<file path="src/mdu_pkg.sv">
/*
  Constants, register map and types shared by the multiply/divide unit.
  Assumes a single clock domain and a 32-bit Avalon-MM register slave.
*/
// Operation
// - Each operation is load bytes, execute, then read results back.
// - First write of byte 0 resets the unit and starts error tracking.
// - Last write of the loading order starts divide or multiply.
// - Division returns quotient in bytes 0..3, remainder in bytes 4, 5.
// - Last result read returns the unit to ready for the next operation.
// - Multiply returns the 32-bit product in bytes 0..3, low byte first.
// - Control write with zero shift count after bytes 0..3 starts normalize.
// - Normalize stores leading zero count and normalized value back.
// - Control write with nonzero count and direction starts a 32-bit shift.
// - An operand write that breaks or restarts an operation sets the error flag.
// - The error flag clears when an operation completes in proper order.
// - Error tracking runs from first byte 0 write to last result read.
// - Overflow on zero divisor, multiply overflow, or already normalized input.
package mdu_pkg;
  // ----------------------------------------
  // Register byte addresses
  // ----------------------------------------
  localparam logic [5:0] MDU_OFS_BYTE0 = 6'h00;
  localparam logic [5:0] MDU_OFS_BYTE1 = 6'h04;
  localparam logic [5:0] MDU_OFS_BYTE2 = 6'h08;
  localparam logic [5:0] MDU_OFS_BYTE3 = 6'h0c;
  localparam logic [5:0] MDU_OFS_BYTE4 = 6'h10;
  localparam logic [5:0] MDU_OFS_BYTE5 = 6'h14;
  localparam logic [5:0] MDU_OFS_ARITH_CONTROL_REG = 6'h18;
  localparam logic [5:0] MDU_OFS_STAT = 6'h1c;
  localparam logic [5:0] MDU_OFS_MASK = 6'h20;
  // ----------------------------------------
  // Register select codes, fields, reset values
  // ----------------------------------------
  localparam logic [3:0] MDU_SEL_ARITH_CONTROL_REG = 4'h6;
  localparam logic [3:0] MDU_SEL_STAT = 4'h7;
  localparam logic [3:0] MDU_SEL_MASK = 4'h8;
  localparam logic [3:0] MDU_SEL_NONE = 4'hf;
  localparam int MDU_SEF_BIT = 7;
  localparam int MDU_OVF_BIT = 6;
  localparam int MDU_DIR_BIT = 5;
  localparam int MDU_IRQ_DONE = 0;
  localparam int MDU_IRQ_SEF = 1;
  localparam int MDU_IRQ_OVF = 2;
  localparam logic [7:0] MDU_BYTE_RST = 8'h00;
  localparam logic [4:0] MDU_SC_RST = 5'h00;
  localparam logic [2:0] MDU_IRQ_RST = 3'h0;
  localparam logic MDU_WAIT_RST = 1'b1;
  localparam logic [4:0] MDU_SC_MAX = 5'h1f;
  localparam logic [5:0] MDU_DIV32_STEPS = 6'h20;
  localparam logic [5:0] MDU_DIV16_STEPS = 6'h10;
  localparam logic [2:0] MDU_RD_LAST_DIV32 = 3'h5;
  localparam logic [2:0] MDU_RD_LAST = 3'h3;

  typedef enum logic [2:0] {MDU_OP_DIV32, MDU_OP_DIV16, MDU_OP_MUL, MDU_OP_NORM,
                            MDU_OP_SHIFT} mdu_op_t;

  // Address to register select code
  function automatic logic [3:0] mdu_dec(input logic [5:0] a);
    case (a)
      MDU_OFS_BYTE0: mdu_dec = 4'h0;
      MDU_OFS_BYTE1: mdu_dec = 4'h1;
      MDU_OFS_BYTE2: mdu_dec = 4'h2;
      MDU_OFS_BYTE3: mdu_dec = 4'h3;
      MDU_OFS_BYTE4: mdu_dec = 4'h4;
      MDU_OFS_BYTE5: mdu_dec = 4'h5;
      MDU_OFS_ARITH_CONTROL_REG: mdu_dec = MDU_SEL_ARITH_CONTROL_REG;
      MDU_OFS_STAT: mdu_dec = MDU_SEL_STAT;
      MDU_OFS_MASK: mdu_dec = MDU_SEL_MASK;
      default: mdu_dec = MDU_SEL_NONE;
    endcase
  endfunction
endpackage

</file>
<file path="src/mdu_if.sv">
/*
  Internal carrier between the register top, sequence tracker and engine.
  Assumes all three parties run on the same clock.
*/
interface mdu_if import mdu_pkg::*; ();
  logic wr_ev;
  logic rd_ev;
  logic [3:0] sel;
  logic sc_zero;
  logic start;
  logic load_rst;
  logic err_set;
  logic err_clr;
  mdu_op_t op;
  mdu_op_t op_cur;
  logic [31:0] opa;
  logic [15:0] opb;
  logic [4:0] sc;
  logic dir;
  logic busy;
  logic done;
  logic ovf;
  logic [31:0] res;
  logic [15:0] rem;
  logic [4:0] res_sc;

  modport top (output wr_ev, rd_ev, sel, sc_zero, opa, opb, sc, dir,
               input start, load_rst, err_set, err_clr, op_cur, busy, done, ovf, res, rem,
               res_sc);
  modport trk (input wr_ev, rd_ev, sel, sc_zero, done,
               output start, load_rst, err_set, err_clr, op, op_cur);
  modport eng (input start, op, opa, opb, sc, dir,
               output busy, done, ovf, res, rem, res_sc);
endinterface

</file>
<file path="src/mdu_arith.sv">
/*
  Arithmetic engine: bit-serial divide, single-step multiply, normalize, shift.
  Assumes operands stay stable while busy (the bus is stalled meanwhile).
*/
module mdu_arith import mdu_pkg::*; (
  input logic clk,
  input logic rst,
  mdu_if.eng e
);
  typedef enum logic [1:0] {MDU_E_IDLE, MDU_E_DIV, MDU_E_NORM, MDU_E_SHF} mdu_eng_t;
  mdu_eng_t st_q, st_d;
  mdu_op_t op_q, op_d;
  logic [31:0] acc_q, acc_d;
  logic [15:0] rem_q, rem_d;
  logic [5:0] cnt_q, cnt_d;
  logic [4:0] sc_q, sc_d;
  logic dir_q, dir_d, ovf_q, ovf_d, done_q, done_d;

  // Restoring divide step, unsigned compare
  wire logic [16:0] div_sh = {rem_q, acc_q[31]};
  wire logic [16:0] div_dv = {1'b0, e.opb};
  wire logic div_ge = div_sh >= div_dv;
  wire logic [16:0] div_df = div_sh - div_dv;
  wire logic [31:0] mul_p = {16'h0000, e.opa[15:0]} * {16'h0000, e.opb};

  // Next state; only one operation runs at a time
  always_comb begin
    st_d = st_q;
    op_d = op_q;
    acc_d = acc_q;
    rem_d = rem_q;
    cnt_d = cnt_q;
    sc_d = sc_q;
    dir_d = dir_q;
    ovf_d = ovf_q;
    done_d = 1'b0;
    case (st_q)
      MDU_E_IDLE: begin
        if (e.start) begin
          op_d = e.op;
          acc_d = e.opa;
          rem_d = 16'h0000;
          sc_d = MDU_SC_RST;
          ovf_d = (e.op inside {MDU_OP_DIV32, MDU_OP_DIV16}) && e.opb == 16'h0000;
          case (e.op)
            MDU_OP_DIV32: begin
              cnt_d = MDU_DIV32_STEPS;
              st_d = MDU_E_DIV;
            end
            MDU_OP_DIV16: begin
              acc_d = {e.opa[15:0], 16'h0000};
              cnt_d = MDU_DIV16_STEPS;
              st_d = MDU_E_DIV;
            end
            MDU_OP_MUL: begin
              acc_d = mul_p;
              ovf_d = |mul_p[31:16]; // Product beyond 16 bits
              done_d = 1'b1;
            end
            MDU_OP_NORM: begin
              ovf_d = e.opa[31]; // Already normalized
              st_d = MDU_E_NORM;
            end
            MDU_OP_SHIFT: begin
              sc_d = e.sc;
              dir_d = e.dir;
              st_d = MDU_E_SHF;
            end
            default: st_d = MDU_E_IDLE;
          endcase
        end
      end
      MDU_E_DIV: begin
        acc_d = {acc_q[30:0], div_ge};
        rem_d = div_ge ? div_df[15:0] : div_sh[15:0];
        cnt_d = cnt_q - 6'h01;
        if (cnt_q == 6'h01) begin
          st_d = MDU_E_IDLE;
          done_d = 1'b1;
        end
      end
      MDU_E_NORM: begin
        // An all-zero value stops at the field limit rather than spinning
        if (acc_q[31] || sc_q == MDU_SC_MAX) begin
          st_d = MDU_E_IDLE;
          done_d = 1'b1;
        end else begin
          acc_d = {acc_q[30:0], 1'b0};
          sc_d = sc_q + 5'h01;
        end
      end
      MDU_E_SHF: begin
        if (sc_q == MDU_SC_RST) begin
          st_d = MDU_E_IDLE;
          done_d = 1'b1;
        end else begin
          acc_d = dir_q ? {1'b0, acc_q[31:1]} : {acc_q[30:0], 1'b0};
          sc_d = sc_q - 5'h01;
        end
      end
      default: st_d = MDU_E_IDLE;
    endcase
  end

  // State registers
  always_ff @(posedge clk or posedge rst) begin
    if (rst) begin
      st_q <= MDU_E_IDLE;
      op_q <= MDU_OP_DIV32;
      acc_q <= 32'h0000_0000;
      rem_q <= 16'h0000;
      cnt_q <= 6'h00;
      sc_q <= MDU_SC_RST;
      dir_q <= 1'b0;
      ovf_q <= 1'b0;
      done_q <= 1'b0;
    end else begin
      st_q <= st_d;
      op_q <= op_d;
      acc_q <= acc_d;
      rem_q <= rem_d;
      cnt_q <= cnt_d;
      sc_q <= sc_d;
      dir_q <= dir_d;
      ovf_q <= ovf_d;
      done_q <= done_d;
    end
  end

  // Busy covers the done cycle so no access races the write-back
  assign e.busy = (st_q != MDU_E_IDLE) | done_q;
  assign e.done = done_q;
  assign e.ovf = ovf_q;
  assign e.res = acc_q;
  assign e.rem = rem_q;
  assign e.res_sc = sc_q;
endmodule

</file>
<file path="src/mdu_seq.sv">
/*
  Access order tracker: decides when to start, and sets/clears the error flag.
  Assumes one accepted bus access per event pulse, none while the engine runs.
*/
module mdu_seq import mdu_pkg::*; (
  input logic clk,
  input logic rst,
  mdu_if.trk t
);
  typedef enum logic [3:0] {MDU_S_IDLE, MDU_S_B0, MDU_S_B01, MDU_S_B012, MDU_S_B0123,
                            MDU_S_D16, MDU_S_D32, MDU_S_M4, MDU_S_M41, MDU_S_CALC,
                            MDU_S_READ} mdu_seq_t;
  mdu_seq_t st_q, st_d;
  mdu_op_t op_q, op_d, sop;
  logic [2:0] ridx_q, ridx_d;
  logic legal, start;

  // Result register expected at read step idx; 16-bit divide skips bytes 2, 3
  function automatic logic [3:0] exp_reg(input mdu_op_t op, input logic [2:0] idx);
    exp_reg = {1'b0, (op == MDU_OP_DIV16 && idx >= 3'h2) ? 3'(idx + 3'h2) : idx};
  endfunction

  function automatic logic last_rd(input mdu_op_t op, input logic [2:0] idx);
    last_rd = (op == MDU_OP_DIV32) ? idx == MDU_RD_LAST_DIV32 : idx == MDU_RD_LAST;
  endfunction

  wire logic wr_b0 = t.wr_ev && t.sel == 4'h0;
  wire logic rd_ok = t.rd_ev && st_q == MDU_S_READ && t.sel == exp_reg(op_q, ridx_q);

  // Load, execute, read phases
  always_comb begin
    st_d = st_q;
    op_d = op_q;
    ridx_d = ridx_q;
    sop = op_q;
    start = 1'b0;
    legal = 1'b1;
    t.load_rst = 1'b0;
    t.err_set = 1'b0;
    t.err_clr = 1'b0;
    if (wr_b0) begin
      t.load_rst = 1'b1;
      t.err_set = st_q != MDU_S_IDLE; // Restart mid-operation
      st_d = MDU_S_B0;
    end else if (t.wr_ev) begin
      legal = 1'b0;
      case (st_q)
        MDU_S_IDLE: legal = 1'b1; // Untracked outside a sequence
        MDU_S_B0: begin
          legal = t.sel == 4'h1 || t.sel == 4'h4;
          st_d = (t.sel == 4'h1) ? MDU_S_B01 : MDU_S_M4;
        end
        MDU_S_B01: begin
          legal = t.sel == 4'h2 || t.sel == 4'h4;
          st_d = (t.sel == 4'h2) ? MDU_S_B012 : MDU_S_D16;
        end
        MDU_S_B012: begin
          legal = t.sel == 4'h3;
          st_d = MDU_S_B0123;
        end
        MDU_S_B0123: begin
          legal = t.sel == 4'h4 || t.sel == MDU_SEL_ARITH_CONTROL_REG;
          st_d = MDU_S_D32;
          if (t.sel == MDU_SEL_ARITH_CONTROL_REG) begin
            start = 1'b1;
            sop = t.sc_zero ? MDU_OP_NORM : MDU_OP_SHIFT;
          end
        end
        MDU_S_D16, MDU_S_D32, MDU_S_M41: begin
          legal = t.sel == 4'h5;
          start = legal;
          sop = (st_q == MDU_S_D16) ? MDU_OP_DIV16 :
                (st_q == MDU_S_D32) ? MDU_OP_DIV32 : MDU_OP_MUL;
        end
        MDU_S_M4: begin
          legal = t.sel == 4'h1;
          st_d = MDU_S_M41;
        end
        default: legal = 1'b0;
      endcase
      if (start) begin
        op_d = sop;
        st_d = MDU_S_CALC;
      end else if (!legal && t.sel < MDU_SEL_ARITH_CONTROL_REG) begin
        t.err_set = 1'b1; // Out-of-order operand write aborts
        st_d = MDU_S_IDLE;
      end else if (!legal) begin
        st_d = st_q;
      end
    end else if (t.done && st_q == MDU_S_CALC) begin
      st_d = MDU_S_READ;
      ridx_d = 3'h0;
    end else if (rd_ok) begin
      ridx_d = ridx_q + 3'h1;
      if (last_rd(op_q, ridx_q)) begin
        t.err_clr = 1'b1;
        st_d = MDU_S_IDLE; // Ready for the next operation
      end
    end
  end

  always_ff @(posedge clk or posedge rst) begin
    if (rst) begin
      st_q <= MDU_S_IDLE;
      op_q <= MDU_OP_DIV32;
      ridx_q <= 3'h0;
    end else begin
      st_q <= st_d;
      op_q <= op_d;
      ridx_q <= ridx_d;
    end
  end

  assign t.start = start;
  assign t.op = sop;
  assign t.op_cur = op_q;
endmodule

</file>
<file path="src/mdu_top.sv">
/*
  Multiply/divide unit top: Avalon-MM register slave with waitrequest,
  operand/result bytes, control register, interrupt status and mask.
  Assumes a master that holds each request until waitrequest is low.
*/
// Chosen here: the Avalon-MM interface to the registers and the placing of the registers.
module mdu_top import mdu_pkg::*; (
  input logic clk,
  input logic rst,
  input logic [5:0] address,
  input logic read,
  input logic write,
  input logic [31:0] writedata,
  output logic [31:0] readdata,
  output logic waitrequest,
  output logic irq
);
  // ----------------------------------------
  // Storage
  // ----------------------------------------
  logic [7:0] md_q [6];
  logic [7:0] md_d [6];
  logic [4:0] sc_q, sc_d;
  logic dir_q, dir_d;
  logic sef_q, sef_d;
  logic ovf_q, ovf_d;
  logic [2:0] stat_q, stat_d;
  logic [2:0] mask_q, mask_d;
  logic wait_q, irq_q;
  logic [31:0] rdata_q;

  mdu_if mif ();

  mdu_seq u_seq (
    .clk(clk),
    .rst(rst),
    .t(mif.trk)
  );

  mdu_arith u_arith (
    .clk(clk),
    .rst(rst),
    .e(mif.eng)
  );

  // ----------------------------------------
  // Bus handshake
  // ----------------------------------------
  // Waitrequest drops for exactly one cycle per access. Holding it while
  // the engine runs keeps software from touching operands mid-calculation.
  wire logic req = read | write;
  wire logic grant = req & wait_q & ~mif.busy;
  wire logic take = req & ~wait_q;
  wire logic [3:0] sel = mdu_dec(address);
  wire logic sel_md = sel < MDU_SEL_ARITH_CONTROL_REG;
  wire logic wr_arith_control_reg = take & write & (sel == MDU_SEL_ARITH_CONTROL_REG);
  wire logic wr_stat = take & write & (sel == MDU_SEL_STAT);
  wire logic wr_mask = take & write & (sel == MDU_SEL_MASK);
  wire logic wr_b5 = take & write & (sel == 4'h5);
  wire logic [7:0] arith_control_reg_v = {sef_q, ovf_q, dir_q, sc_q};

  // Read mux; unmapped addresses read as zero
  wire logic [31:0] rmux = sel_md ? {24'h0000_00, md_q[sel[2:0]]} :
                           (sel == MDU_SEL_ARITH_CONTROL_REG) ? {24'h0000_00, arith_control_reg_v} :
                           (sel == MDU_SEL_STAT) ? {29'h0000_0000, stat_q} :
                           (sel == MDU_SEL_MASK) ? {29'h0000_0000, mask_q} :
                           32'h0000_0000;

  // Events to the tracker and operands to the engine
  assign mif.wr_ev = take & write;
  assign mif.rd_ev = take & read;
  assign mif.sel = sel;
  assign mif.sc_zero = writedata[4:0] == MDU_SC_RST;
  assign mif.sc = writedata[4:0];
  assign mif.dir = writedata[MDU_DIR_BIT];
  assign mif.opa = {md_q[3], md_q[2], md_q[1], md_q[0]};
  // Byte 5 is bypassed: its own write is what starts divide and multiply
  assign mif.opb = {wr_b5 ? writedata[7:0] : md_q[5], md_q[4]};

  always_ff @(posedge clk or posedge rst) begin
    if (rst) begin
      wait_q <= MDU_WAIT_RST;
      rdata_q <= 32'h0000_0000;
    end else begin
      wait_q <= ~grant;
      rdata_q <= grant ? rmux : rdata_q;
    end
  end

  // ----------------------------------------
  // Operand and result bytes
  // ----------------------------------------
  // Bus writes and engine write-back never coincide: the bus is stalled
  // during the done cycle.
  wire logic is_div = mif.op_cur inside {MDU_OP_DIV32, MDU_OP_DIV16};

  for (genvar i = 0; i < 6; i++) begin : g_md
    wire logic [7:0] eng_b;
    wire logic eng_hit;
    if (i < 4) begin : g_lo
      assign eng_b = mif.res[8*i +: 8];
      assign eng_hit = mif.done;
    end else begin : g_hi
      assign eng_b = mif.rem[8*(i-4) +: 8]; // Remainder bytes
      assign eng_hit = mif.done & is_div;
    end
    assign md_d[i] = eng_hit ? eng_b :
                     (take & write & (sel == 4'(i))) ? writedata[7:0] : md_q[i];

    always_ff @(posedge clk or posedge rst) begin
      if (rst) begin
        md_q[i] <= MDU_BYTE_RST;
      end else begin
        md_q[i] <= md_d[i];
      end
    end
  end

  // ----------------------------------------
  // Control register and flags
  // ----------------------------------------
  // Normalize overwrites the count with the leading zero total
  wire logic norm_done = mif.done & (mif.op_cur == MDU_OP_NORM);
  wire logic ovf_ev = mif.done & mif.ovf;

  always_comb begin
    sc_d = norm_done ? mif.res_sc : (wr_arith_control_reg ? writedata[4:0] : sc_q);
    dir_d = wr_arith_control_reg ? writedata[MDU_DIR_BIT] : dir_q;
    // Set wins over clear on both flags
    sef_d = mif.err_set ? 1'b1 : (mif.err_clr ? 1'b0 : sef_q);
    ovf_d = ovf_ev ? 1'b1 : ((mif.load_rst | mif.start) ? 1'b0 : ovf_q);
  end

  always_ff @(posedge clk or posedge rst) begin
    if (rst) begin
      sc_q <= MDU_SC_RST;
      dir_q <= 1'b0;
      sef_q <= 1'b0;
      ovf_q <= 1'b0;
    end else begin
      sc_q <= sc_d;
      dir_q <= dir_d;
      sef_q <= sef_d;
      ovf_q <= ovf_d;
    end
  end

  // ----------------------------------------
  // Interrupts
  // ----------------------------------------
  // Sticky events, write one to clear; a new event beats a clear
  wire logic [2:0] irq_ev = {ovf_ev, mif.err_set, mif.done};
  wire logic [2:0] irq_w1c = wr_stat ? writedata[2:0] : MDU_IRQ_RST;

  always_comb begin
    stat_d = (stat_q & ~irq_w1c) | irq_ev;
    mask_d = wr_mask ? writedata[2:0] : mask_q;
  end

  always_ff @(posedge clk or posedge rst) begin
    if (rst) begin
      stat_q <= MDU_IRQ_RST;
      mask_q <= MDU_IRQ_RST;
      irq_q <= 1'b0;
    end else begin
      stat_q <= stat_d;
      mask_q <= mask_d;
      irq_q <= |(stat_q & mask_q);
    end
  end

  assign readdata = rdata_q;
  assign waitrequest = wait_q;
  assign irq = irq_q;
endmodule

</file>
<file path="config.mk">
export PLATFORM = sky130hd
export DESIGN_NAME = mdu_top
export DESIGN_NICKNAME = d
export VERILOG_FILES = /design/src/mdu_pkg.sv /design/src/mdu_if.sv /design/src/mdu_arith.sv /design/src/mdu_seq.sv /design/src/mdu_top.sv
export SDC_FILE = /design/constraint.sdc
export NUM_CORES = 1
export LEC_CHECK = 0
export CAP_MARGIN = 40
export CORE_MARGIN = 2
export CORE_UTILIZATION = 58
export DETAILED_ROUTE_END_ITERATION = 8
export DONT_BUFFER_PORTS = 1
export PLACE_DENSITY_LB_ADDON = 0.12
export SYNTH_ARGS = -nofsm -noshare
export SYNTH_HDL_FRONTEND = slang
export SYNTH_HIERARCHICAL = 1
export SYNTH_SLANG_ARGS = --single-unit
</file>
<file path="constraint.sdc">
create_clock -name clk -period 12.82 [get_ports clk]
set_input_delay 2.564 -clock clk [delete_from_list [all_inputs] [get_ports clk]]
set_output_delay 2.564 -clock clk [all_outputs]
set_load 0.05 [all_outputs]
</file>
==> summary.txt, run 1 <==
Global routing
  • First-pass GRT wire length: roughly 86 mm
  • Total track usage: about a third
  • M2 GR Usage: 55.02%
  • Initial antenna violation count: 0
  • Largest net degree at the start of global routing: 72
  • Vias in the first global route: 16032
  • Met1 usage: 42.17%
  • GRT Residual Overflow: 0
  • Global route hottest layer: met2
  • Met3 Track Usage GR: ~4.8%

Pwr
  • Share of power burned in combinational logic: about 46%
  • Peak VDD IR: about 0.00012 V
  • Cell Pwr Density: about 110 nW/µm²
  • Clk pwr share: between 20% and 30%
  • Int Pwr: approximately 1.3 mW
  • NetSw: 0.9903 mW
  • Lkg Pwr: approximately 9.6 nW
  • Total power draw: around 2.2 mW
  • Sequential power share: between 30% and 40%
  • Switching part of the total: between 40% and 50%

Logic synthesis
  • Synth cell types: between 100 and 150
  • Synth warn: 6
  • Post-synth top area cell: fa_1
  • Asr flop ratio synth: 100.0%
  • Synth area leaders: fa_1 (21%), dfrtp_1 (19%), ha_1 (8.6%), nand2_1 (7.2%), inv_1 (5.7%)
  • Sequential share of the synthesized area: between 10% and 20%
  • Post-Syn Area per Cell: 8.591 µm²
  • Post-synth top area share: a little over a fifth
  • Synth Instances: 2171
  • Count of state elements after synthesis: about 150
  • Mapped cell area: about 19000 µm²
  • EDFF count, synth: 0
  • Ys flop type: dfrtp_1

Finish
  • Nets@finish: between 2000 and 2500
  • Fin cells: approximately 2500
  • Multi-input combinational cell area: roughly 13000 µm²
  • Area delta synth->final: 5.682%
  • Antenna diodes: 0
  • Storage cell area: 3656 µm²
  • # fillers: 2710
  • Layout cells sized above 1: under 10%

Routing
  • Via count: 15556
  • DRT Pass-1 Iters: 6
  • Post-DRT Antenna Nets: 0
  • Routed wire length per instance: 20.69 µm
  • DRC: 0
  • Final WL: about 52 mm
  • Vias per inst: 6.168
  • Iter 0 DRT Violations: roughly 1200

Timing
  • Slew headroom: between 30% and 40%
  • Period Utilization, post-route: 80.94%
  • Final hold viol count: 0
  • Final Max Slew Viols: 0
  • Min Hold Slack: 488.5 ps
  • Unrepaired setup endpoints after global routing: no
  • Fmax: just under 0.1 GHz
  • Setup TNS: 0 ps
  • Skew final: ~14 ps
  • Final min period: around 10000 ps
  • Finish-stage setup viols: 0
  • Worst-margin pin slew: between 900 and 1000 ps

CTS
  • H-tree levels: 4
  • Clock Latency Late Sink: about 430 ps
  • Root Buffer: clkbuf_16
  • CTS tree: built
  • Total CTS buffers: 17
  • Worst-path clk slew: 70 ps
  • Post CTS Setup Buffer Count: 0
  • Post-CTS Hold Fix Bufs: 0
  • Clk sinks: around 150
  • Post_cts resized: 0
  • Clock tree buffer depth: 2

Job
  • Max_cap viols: 0

Die
  • CORE AREA: about 32000 µm²
  • Die W: between 150 and 200 µm
  • Row count: 65
  • Starting Density: between 50% and 60%
  • Die H: between 150 and 200 µm
  • Ports: 76
  • Die ar.: 33610 µm²

Worst setup path
  • CP Max Fanout: 19
  • Worst Path Required: roughly 13000 ps
  • Arrival time worst endpoint: 10680 ps
  • Startpoint types: input port
  • Crit path capture type: register
  • Kind of critical path: input port to register

Placed design
  • Placed instance count: between 2000 and 2500
  • Hpwl dp: roughly 38 mm
  • RD Place Congestion: 0.9092
  • # port buffers: 0

Min path
  • Worst min path class: register to register

Outcome
  • Status: finished, final reports clean
[kinds of logic (layout without fill, tap and decap cells)]
| group | after synthesis | count (layout) | synth area share [%] |
|---|---|---|---|
| compound gates | 434 | 434 | 16.29 |
| xor+xnor | 42 | 42 | 1.972 |
| fa+ha+maj | 324 | 324 | 29.62 |
| flops | 146 | 146 | 19.59 |
| buf+inv | 426 | 352 | 9.251 |
| simple gates | 714 | 714 | 18.58 |
| other cells | 1 | 24 | 0.02011 |
| mux | 84 | 84 | 4.669 |
[worst paths after layout]
kind / startpoint / endpoint / slack [ps] / cells past startpoint
worst max-delay path: address[1] / u_arith/e.ovf / 2440 / 24
worst min-delay path: sef_q / sef_q / 490 / 1
worst max register to register: waitrequest / u_arith/e.ovf / 4340 / 24
worst min register to register: sef_q / sef_q / 490 / 1
max in group asynchronous: rst / waitrequest / 10160 / 3
min in group asynchronous: rst / u_seq/ridx_q[0] / 2010 / 1
[power groups by stage]
stage	Sequential [mW]	Combinational, mW	Clock (mW)
floorplan	0.612	0.810	0
global placement	0.692	0.967	0
detailed placement	0.681	1.02	0
CTS	0.673	1.03	0.539
global route	0.687	1.16	0.560
finish	0.677	1.04	0.532
[area by class of cell]
| type | instances | share of cell area [%] |
|---|---|---|
| Clock buffer | 17 | 2.158 |
| Clock inverter | 15 | 0.9775 |
| Inverter | 282 | 5.370 |
| Multi-Input combinational cell | 1622 | 67.89 |
| Sequential cell | 146 | 18.55 |
| Tap cell | 402 | 2.552 |
| Timing Repair Buffer | 38 | 2.501 |
[cell usage after synthesis, drive strengths merged, types with 41 or more instances]
cell type and count:
nand2 357, inv 282, fa 196, dfrtp 145, ha 128, and2 126
o21ai 117, clkbuf 98, a21oi 72, nor2 68, mux2i 60, buf 46
a21o 41
[state kept, by name, summed over array words and instances, names as in the netlist, 4 cells and up]
signal            cells
md_q                 48
readdata              8
sc_q                  5
u_arith/cnt_q         6
u_arith/e.rem        16
u_arith/e.res        32
u_arith/e.res_sc      5
u_seq/st_q            4
[metal layers]
layer | vias up | part of all wire [%]
met3 | 140 | 6.0
met4 | 0 | 4.0
met5 | - | 0
met1 | 7764 | 41
li1 | 7087 | -
met2 | 565 | 49
[cell usage in the layout (no fill, tap or decap), drive strengths merged, types with 7 or more instances in the layout]
cell / n
fa: 196
o21a: 9
dfrtp: 145
o211ai: 8
ha: 128
buf: 38
xnor2: 33
a311oi: 20
a221o: 9
nand3: 29
nand4: 11
a22o: 13
nand2: 357
nor4: 9
mux2: 24
inv: 290
a31oi: 24
nor2: 68
and3: 15
a211oi: 13
clkbuf: 17
nor3: 28
o31ai: 10
and2: 126
a21o: 41
conb: 24
o21bai: 7
nor2b: 13
nand2b: 16
o21ai: 117
xor2: 9
a221oi: 24
a22oi: 12
a21oi: 72
mux2i: 60
or3: 7
[worst max-delay path, stage by stage]
cell      delay (ps)
or2_0            440
nor4b_2          650
nand2_4          180
mux2_2           570
and2_1           260
fa_1             530
inv_1             50
fa_1             470
inv_1             50
fa_1             530
fa_1             560
fa_1             560
inv_1             60
fa_1             530
inv_1             40
ha_1             330
nand3_1          220
or4_1            550
o22ai_1          360
nor2_1           110
xnor2_1          170
nor4_1           290
nand4b_1         160
o41a_1           420
[through the flow]
stage               util [%]  instance area (µm²)  setup WS, ps
floorplan                  -                18740          2959
global placement       59.41                18800          2215
detailed placement     60.35                19090          2181
CTS                    62.31                19710          2577
global route           62.31                19710          2052
finish                 62.31                19710          2443
(Power assumes the default switching activity.)
==> run 2: changes to the inputs <==
clock period = 10.5 ns   (was 12.82 ns; I/O delays follow)
==> summary.txt, run 2 (same netlist as run 1, synthesis figures left out) <==
Worst setup path
  • Slowest-stage cell, CP: mux2_2 (was nor4b_2)
  • Startpoint types: input port (unchanged)
  • Worst R2R Setup Slack: 2140 ps (was 4340 ps)
  • Reg2reg path depth: 25 (was 24)
  • Worst Path Buf+Inv: 6 (was 4)
  • Cell mode on critical path: fa_1 (unchanged)
  • Crit path capture type: register (unchanged)
  • WP depth: 26 (was 24)
  • CP Max Fanout: 19 (unchanged)
  • Arrival time worst endpoint: 9680 ps (was 10680 ps)
  • Crit path largest cell delay: 560 ps (was 650 ps)
  • Kind of critical path: input port to register (unchanged)
  • Worst Path Required: 10800 ps (was 13120 ps)
  • R2R Path End: u_arith/e.ovf (unchanged)
  • CP top delay family: adder cells (unchanged)
  • Worst R2R Start: waitrequest (unchanged)

Finish
  • Most common cell after layout, fill and taps aside: nand2_1 (unchanged)
  • Most frequent cells in the layout: nand2_1 (355), inv_1 (280), fa_1 (196) (unchanged)
  • Max reg flops: 48 (unchanged)
  • Multi-input combinational cell area: 13380 µm² (unchanged)
  • Nets@finish: 2481 (was 2473)
  • Post-Route Utilization: 62.33% (was 62.31%)
  • Storage cell area: 3656 µm² (unchanged)
  • Layout cells sized above 1: 6.579% (was 6.226%)
  • Largest Register: md_q (unchanged)
  • # fillers: 2787 (was 2710)
  • Area delta synth->final: 5.716% (was 5.682%)

Pwr
  • Peak VDD IR: 0.0001616 V (was 0.0001197 V)
  • Sequential power share: 30.2% (was 30.1%)
  • NetSw: 1.222 mW (was 0.9903 mW)
  • Total power draw: 2.719 mW (was 2.249 mW)
  • Share of power burned in combinational logic: 47.3% (was 46.3%)
  • Cell Pwr Density: 137.9 nW/µm² (was 114.1 nW/µm²)
  • Clk pwr share: 22.5% (was 23.7%)
  • Switching part of the total: 44.95% (was 44.03%)
  • Int Pwr: 1.497 mW (was 1.259 mW)
  • Lkg Pwr: 9.603 nW (was 9.595 nW)

Routing
  • DRC: 0 (unchanged)
  • Met1 Routed Length: 21.75 mm (was 21.45 mm)
  • DR WL met3: 2.871 mm (was 3.127 mm)
  • Vias per inst: 6.171 (was 6.168)
  • Met2 WL: 26.03 mm (was 25.51 mm)
  • Highest Signal Layer: met4 (unchanged)
  • Final WL: 52.62 mm (was 52.18 mm)
  • DRT Pass-1 Iters: 7 (was 6)
  • Via count: 15620 (was 15556)
  • Iter 0 DRT Violations: 1114 (was 1188)
  • Routed wire length per instance: 20.79 µm (was 20.69 µm)
  • Post-DRT Antenna Nets: 0 (unchanged)

Placed design
  • # port buffers: 0 (unchanged)
  • Hpwl dp: 38.62 mm (was 38.25 mm)
  • Pre-CTS WS: 776.2 ps (was 2181 ps)
  • RD Place Congestion: 0.9155 (was 0.9092)

CTS
  • Post_cts resized: 0 (unchanged)
  • Clock tree buffer depth: 2 (unchanged)
  • Post CTS Setup Buffer Count: 0 (unchanged)
  • CTS tree: built (unchanged)
  • Root Buffer: clkbuf_16 (unchanged)
  • Clock Latency Late Sink: 430 ps (about the same)
  • Total CTS buffers: 17 (unchanged)
  • Post-CTS Hold Fix Bufs: 0 (unchanged)
  • H-tree levels: 4 (unchanged)
  • Clk sinks: 146 (unchanged)
  • Worst-path clk slew: 70 ps (about the same)

Global routing
  • GRT Residual Overflow: 0 (unchanged)
  • Initial antenna violation count: 0 (unchanged)
  • Vias in the first global route: 16269 (was 16032)
  • First-pass GRT wire length: 85.99 mm (was 85.80 mm)
  • Total track usage: 32.64% (was 32.56%)
  • Largest net degree at the start of global routing: 73 (was 72)

Timing
  • Period Utilization, post-route: between 80% and 90%
  • Slew headroom: 36.55% (was 35.89%)
  • Skew final: 13.50 ps (was 13.78 ps)
  • Setup TNS: 0 ps (unchanged)
  • Final min period: approximately 9400 ps
  • PnR worst setup slack: 1124 ps (was 2443 ps)
  • Min Hold Slack: 482.4 ps (was 488.5 ps)
  • Unrepaired setup endpoints after global routing: no (unchanged)
  • Finish-stage setup viols: 0 (unchanged)
  • Final Max Slew Viols: 0 (unchanged)
  • Worst-margin pin slew: 951.8 ps (was 961.6 ps)
  • Final hold viol count: 0 (unchanged)
  • Fmax: 0.1067 GHz

Die
  • Die W: 183.3 µm (unchanged)
  • Row count: 65 (unchanged)
  • Die H: 183.3 µm (unchanged)
  • Die ar.: 33610 µm² (unchanged)
  • CORE AREA: 31640 µm² (unchanged)
  • Starting Density: 58.96% (unchanged)
  • Ports: 76 (unchanged)

Outcome
  • Status: finished, final reports clean (unchanged)

Min path
  • Worst min path class: register to register (unchanged)
  • Hold endpoint: sef_q (unchanged)
  • Cells on Worst Hold Path: 1 (unchanged)
  • Hold_sp: sef_q (unchanged)

Job
  • Max_cap viols: 0 (unchanged)
[run 2: how the worst max path moves through the flow]
stage,startpoint,endpoint,slack (ps)
floorplan,address[1],u_arith/e.ovf,1100
detailed placement,address[1],u_arith/e.ovf,780
global placement,address[1],u_arith/e.ovf,890
CTS,address[1],u_arith/e.ovf,1200
global route,address[1],u_arith/e.ovf,710
finish,address[1],u_arith/e.ovf,1120
[run 2: layout make-up]
cell class                 count  area share, %
multi-input combinational   1622          67.87
sequential                   146          18.54
clock buffer                  17          2.157
antenna                        1        0.01269
timing repair buffer          46          2.633
inverter                     282          5.368
clock inverter                15         0.8630
tap                          402          2.551
[run 2: layer usage]
layer / track usage, % / up-vias
met2: 56.89 / 590
met3: 4.587 / 131
met1: 41.33 / 7795
met5: 0 / -
met4: 12.29 / 0
li1: - / 7104
[run 2: metrics by stage]
stage | area, µm² | cells
6_report | 19720 | 2531
3_3_place_gp | 18840 | 2484
3_5_place_dp | 19120 | 2498
5_1_grt | 19720 | 2530
2_1_floorplan | 18740 | 2194
4_1_cts | 19720 | 2530
[run 2: power by group through the flow]
stage / sequential, mW / combinational, mW / clock (mW)
2_1_floorplan: 0.747 / 0.988 / 0
3_3_place_gp: 0.845 / 1.19 / 0
3_5_place_dp: 0.827 / 1.25 / 0
4_1_cts: 0.816 / 1.27 / 0.620
5_1_grt: 0.835 / 1.41 / 0.642
6_report: 0.821 / 1.29 / 0.611
==> run 3: changes to the inputs <==
RECOVER_POWER = 25   (was unset)
==> summary.txt, run 3 (same netlist as run 1, synthesis figures left out) <==
Outcome
  • Status: complete, but fails checks (was finished, final reports clean)
  • Failing checks: max-capacitance violations, max-slew violations

Finish
  • Post-Route Utilization: 62.21% (was 62.33%)
  • Most frequent cells in the layout: nand2_1 (355), inv_1 (282), fa_1 (196) (was nand2_1 (355), inv_1 (280), fa_1 (196))
  • Multi-input combinational cell area: 13380 µm² (unchanged)
  • Nets@finish: 2481 (unchanged)
  • Layout cells sized above 1: 6.297% (was 6.579%)
  • Storage cell area: 3656 µm² (unchanged)
  • # fillers: 2793 (was 2787)
  • Max reg flops: 48 (unchanged)
  • Area delta synth->final: 5.527% (was 5.716%)
  • Largest Register: md_q (unchanged)
  • Most common cell after layout, fill and taps aside: nand2_1 (unchanged)

Global routing
  • First-pass GRT wire length: 85.99 mm (unchanged)
  • GRT Residual Overflow: 0 (unchanged)
  • Initial antenna violation count: 0 (unchanged)
  • Vias in the first global route: 16269 (unchanged)
  • Largest net degree at the start of global routing: 73 (unchanged)
  • Total track usage: 32.64% (unchanged)

CTS
  • Total CTS buffers: 17 (unchanged)
  • Clock Latency Late Sink: 440 ps (was 430 ps)
  • Post CTS Setup Buffer Count: 0 (unchanged)
  • CTS tree: built (unchanged)
  • Root Buffer: clkbuf_16 (unchanged)
  • Post-CTS Hold Fix Bufs: 0 (unchanged)
  • Clock tree buffer depth: 2 (unchanged)
  • Post_cts resized: 0 (unchanged)
  • Clk sinks: 146 (unchanged)
  • Worst-path clk slew: 70 ps (about the same)
  • H-tree levels: 4 (unchanged)

Timing
  • Finish-stage setup viols: 0 (unchanged)
  • Final Max Slew Viols: 83 (was 0)
  • Fmax: 0.1066 GHz (was 0.1067 GHz)
  • Final min period: 9377 ps (was 9376 ps)
  • Worst-margin pin slew: 3330 ps (was 951.8 ps)
  • Period Utilization, post-route: 89.30% (about the same)
  • Setup TNS: 0 ps (unchanged)
  • Final hold viol count: 0 (unchanged)
  • Slew headroom: -122.0% (was 36.55%)
  • Unrepaired setup endpoints after global routing: no (unchanged)
  • Skew final: 15.87 ps (was 13.50 ps)

Placed design
  • # port buffers: 0 (unchanged)
  • RD Place Congestion: 0.9155 (unchanged)
  • Hpwl dp: 38.62 mm (unchanged)

Pwr
  • Cell Pwr Density: 138.0 nW/µm² (was 137.9 nW/µm²)
  • Lkg Pwr: 9.583 nW (was 9.603 nW)
  • Peak VDD IR: 0.0001618 V (was 0.0001616 V)

Routing
  • DRC: 0 (unchanged)
  • Iter 0 DRT Violations: 1142 (was 1114)
  • Post-DRT Antenna Nets: 0 (unchanged)
  • DRT Pass-1 Iters: 7 (unchanged)
  • Final WL: 52.68 mm (was 52.62 mm)
  • Via count: 15631 (was 15620)
  • Vias per inst: 6.176 (was 6.171)
  • Routed wire length per instance: 20.81 µm (was 20.79 µm)

Die
  • CORE AREA: 31640 µm² (unchanged)
  • Starting Density: 58.96% (unchanged)
  • Die W: 183.3 µm (unchanged)
  • Die H: 183.3 µm (unchanged)
  • Die ar.: 33610 µm² (unchanged)
  • Ports: 76 (unchanged)
  • Row count: 65 (unchanged)

Worst setup path
  • Startpoint types: input port (unchanged)
  • CP Max Fanout: 19 (unchanged)
  • Kind of critical path: input port to register (unchanged)
  • Worst R2R Setup Slack: 2120 ps (was 2140 ps)
  • Arrival time worst endpoint: 9680 ps (about the same)
  • Worst Path Required: 10810 ps (was 10800 ps)
  • Crit path capture type: register (unchanged)

Min path
  • Worst min path class: register to register (unchanged)

Job
  • Max_cap viols: 2 (was 0)
[run 3: path summary, 6_finish.rpt]
kind                                         to   startpoint  cells past startpoint
worst min register to register            sef_q        sef_q                      1
worst max-delay path              u_arith/e.ovf   address[1]                     25
max in group asynchronous              md_q[24]          rst                      3
worst max register to register    u_arith/e.ovf  waitrequest                     25
min in group asynchronous       u_seq/ridx_q[0]          rst                      1
worst min-delay path                      sef_q        sef_q                      1
[run 3: final cells by class]
cell class	instances	share of cell area [%]
Multi-Input combinational cell	1622	67.99
Clock buffer	17	2.161
Clock inverter	15	0.8645
Tap cell	402	2.555
Sequential cell	146	18.57
Antenna cell	1	0.01271
Timing Repair Buffer	46	2.460
Inverter	282	5.378
[run 3: stage by stage]
stage               power, mW  std cells  cell area [µm²]  hold slack, ps  setup WS (ps)
finish                  2.717       2531            19680           481.8           1123
CTS                     2.703       2530            19720           484.9           1201
global placement        2.033       2484            18840           463.7          886.3
global route            2.888       2530            19680           517.2          710.2
floorplan               1.735       2194            18740           449.6           1103
detailed placement      2.081       2498            19120           467.4          776.2
[run 3: report_power, final]
part | leakage [nW] | internal, mW | switching [mW]
Clock | 0.290 | 0.338 | 0.274
Sequential | 1.91 | 0.654 | 0.168
Combinational | 7.38 | 0.502 | 0.780
Total | 9.58 | 1.49 | 1.22
[run 3: routing by layer]
metal	up-vias	global-route usage (%)	wire, µm
met5	-	0	0
met4	0	12.29	1964
met3	140	4.587	2994
met2	611	56.89	26060
met1	7776	41.33	21660
li1	7104	-	-
[run 3: worst max-delay path, cell delays in order]
cell and delay, ps:
or3b_1 430, nor3_4 210, nand2_4 140, mux2_2 560, nand2_1 150, fa_1 550, inv_1 60, fa_1 490
inv_1 50, fa_1 480, inv_1 60, fa_1 530, fa_1 550, inv_1 60, fa_1 530, inv_1 40
ha_1 350, nand3_1 230, or4_1 560, o22ai_1 350, nor2_1 110, xnor2_1 170, nor4_1 300, nand4b_1 180
o41a_1 420
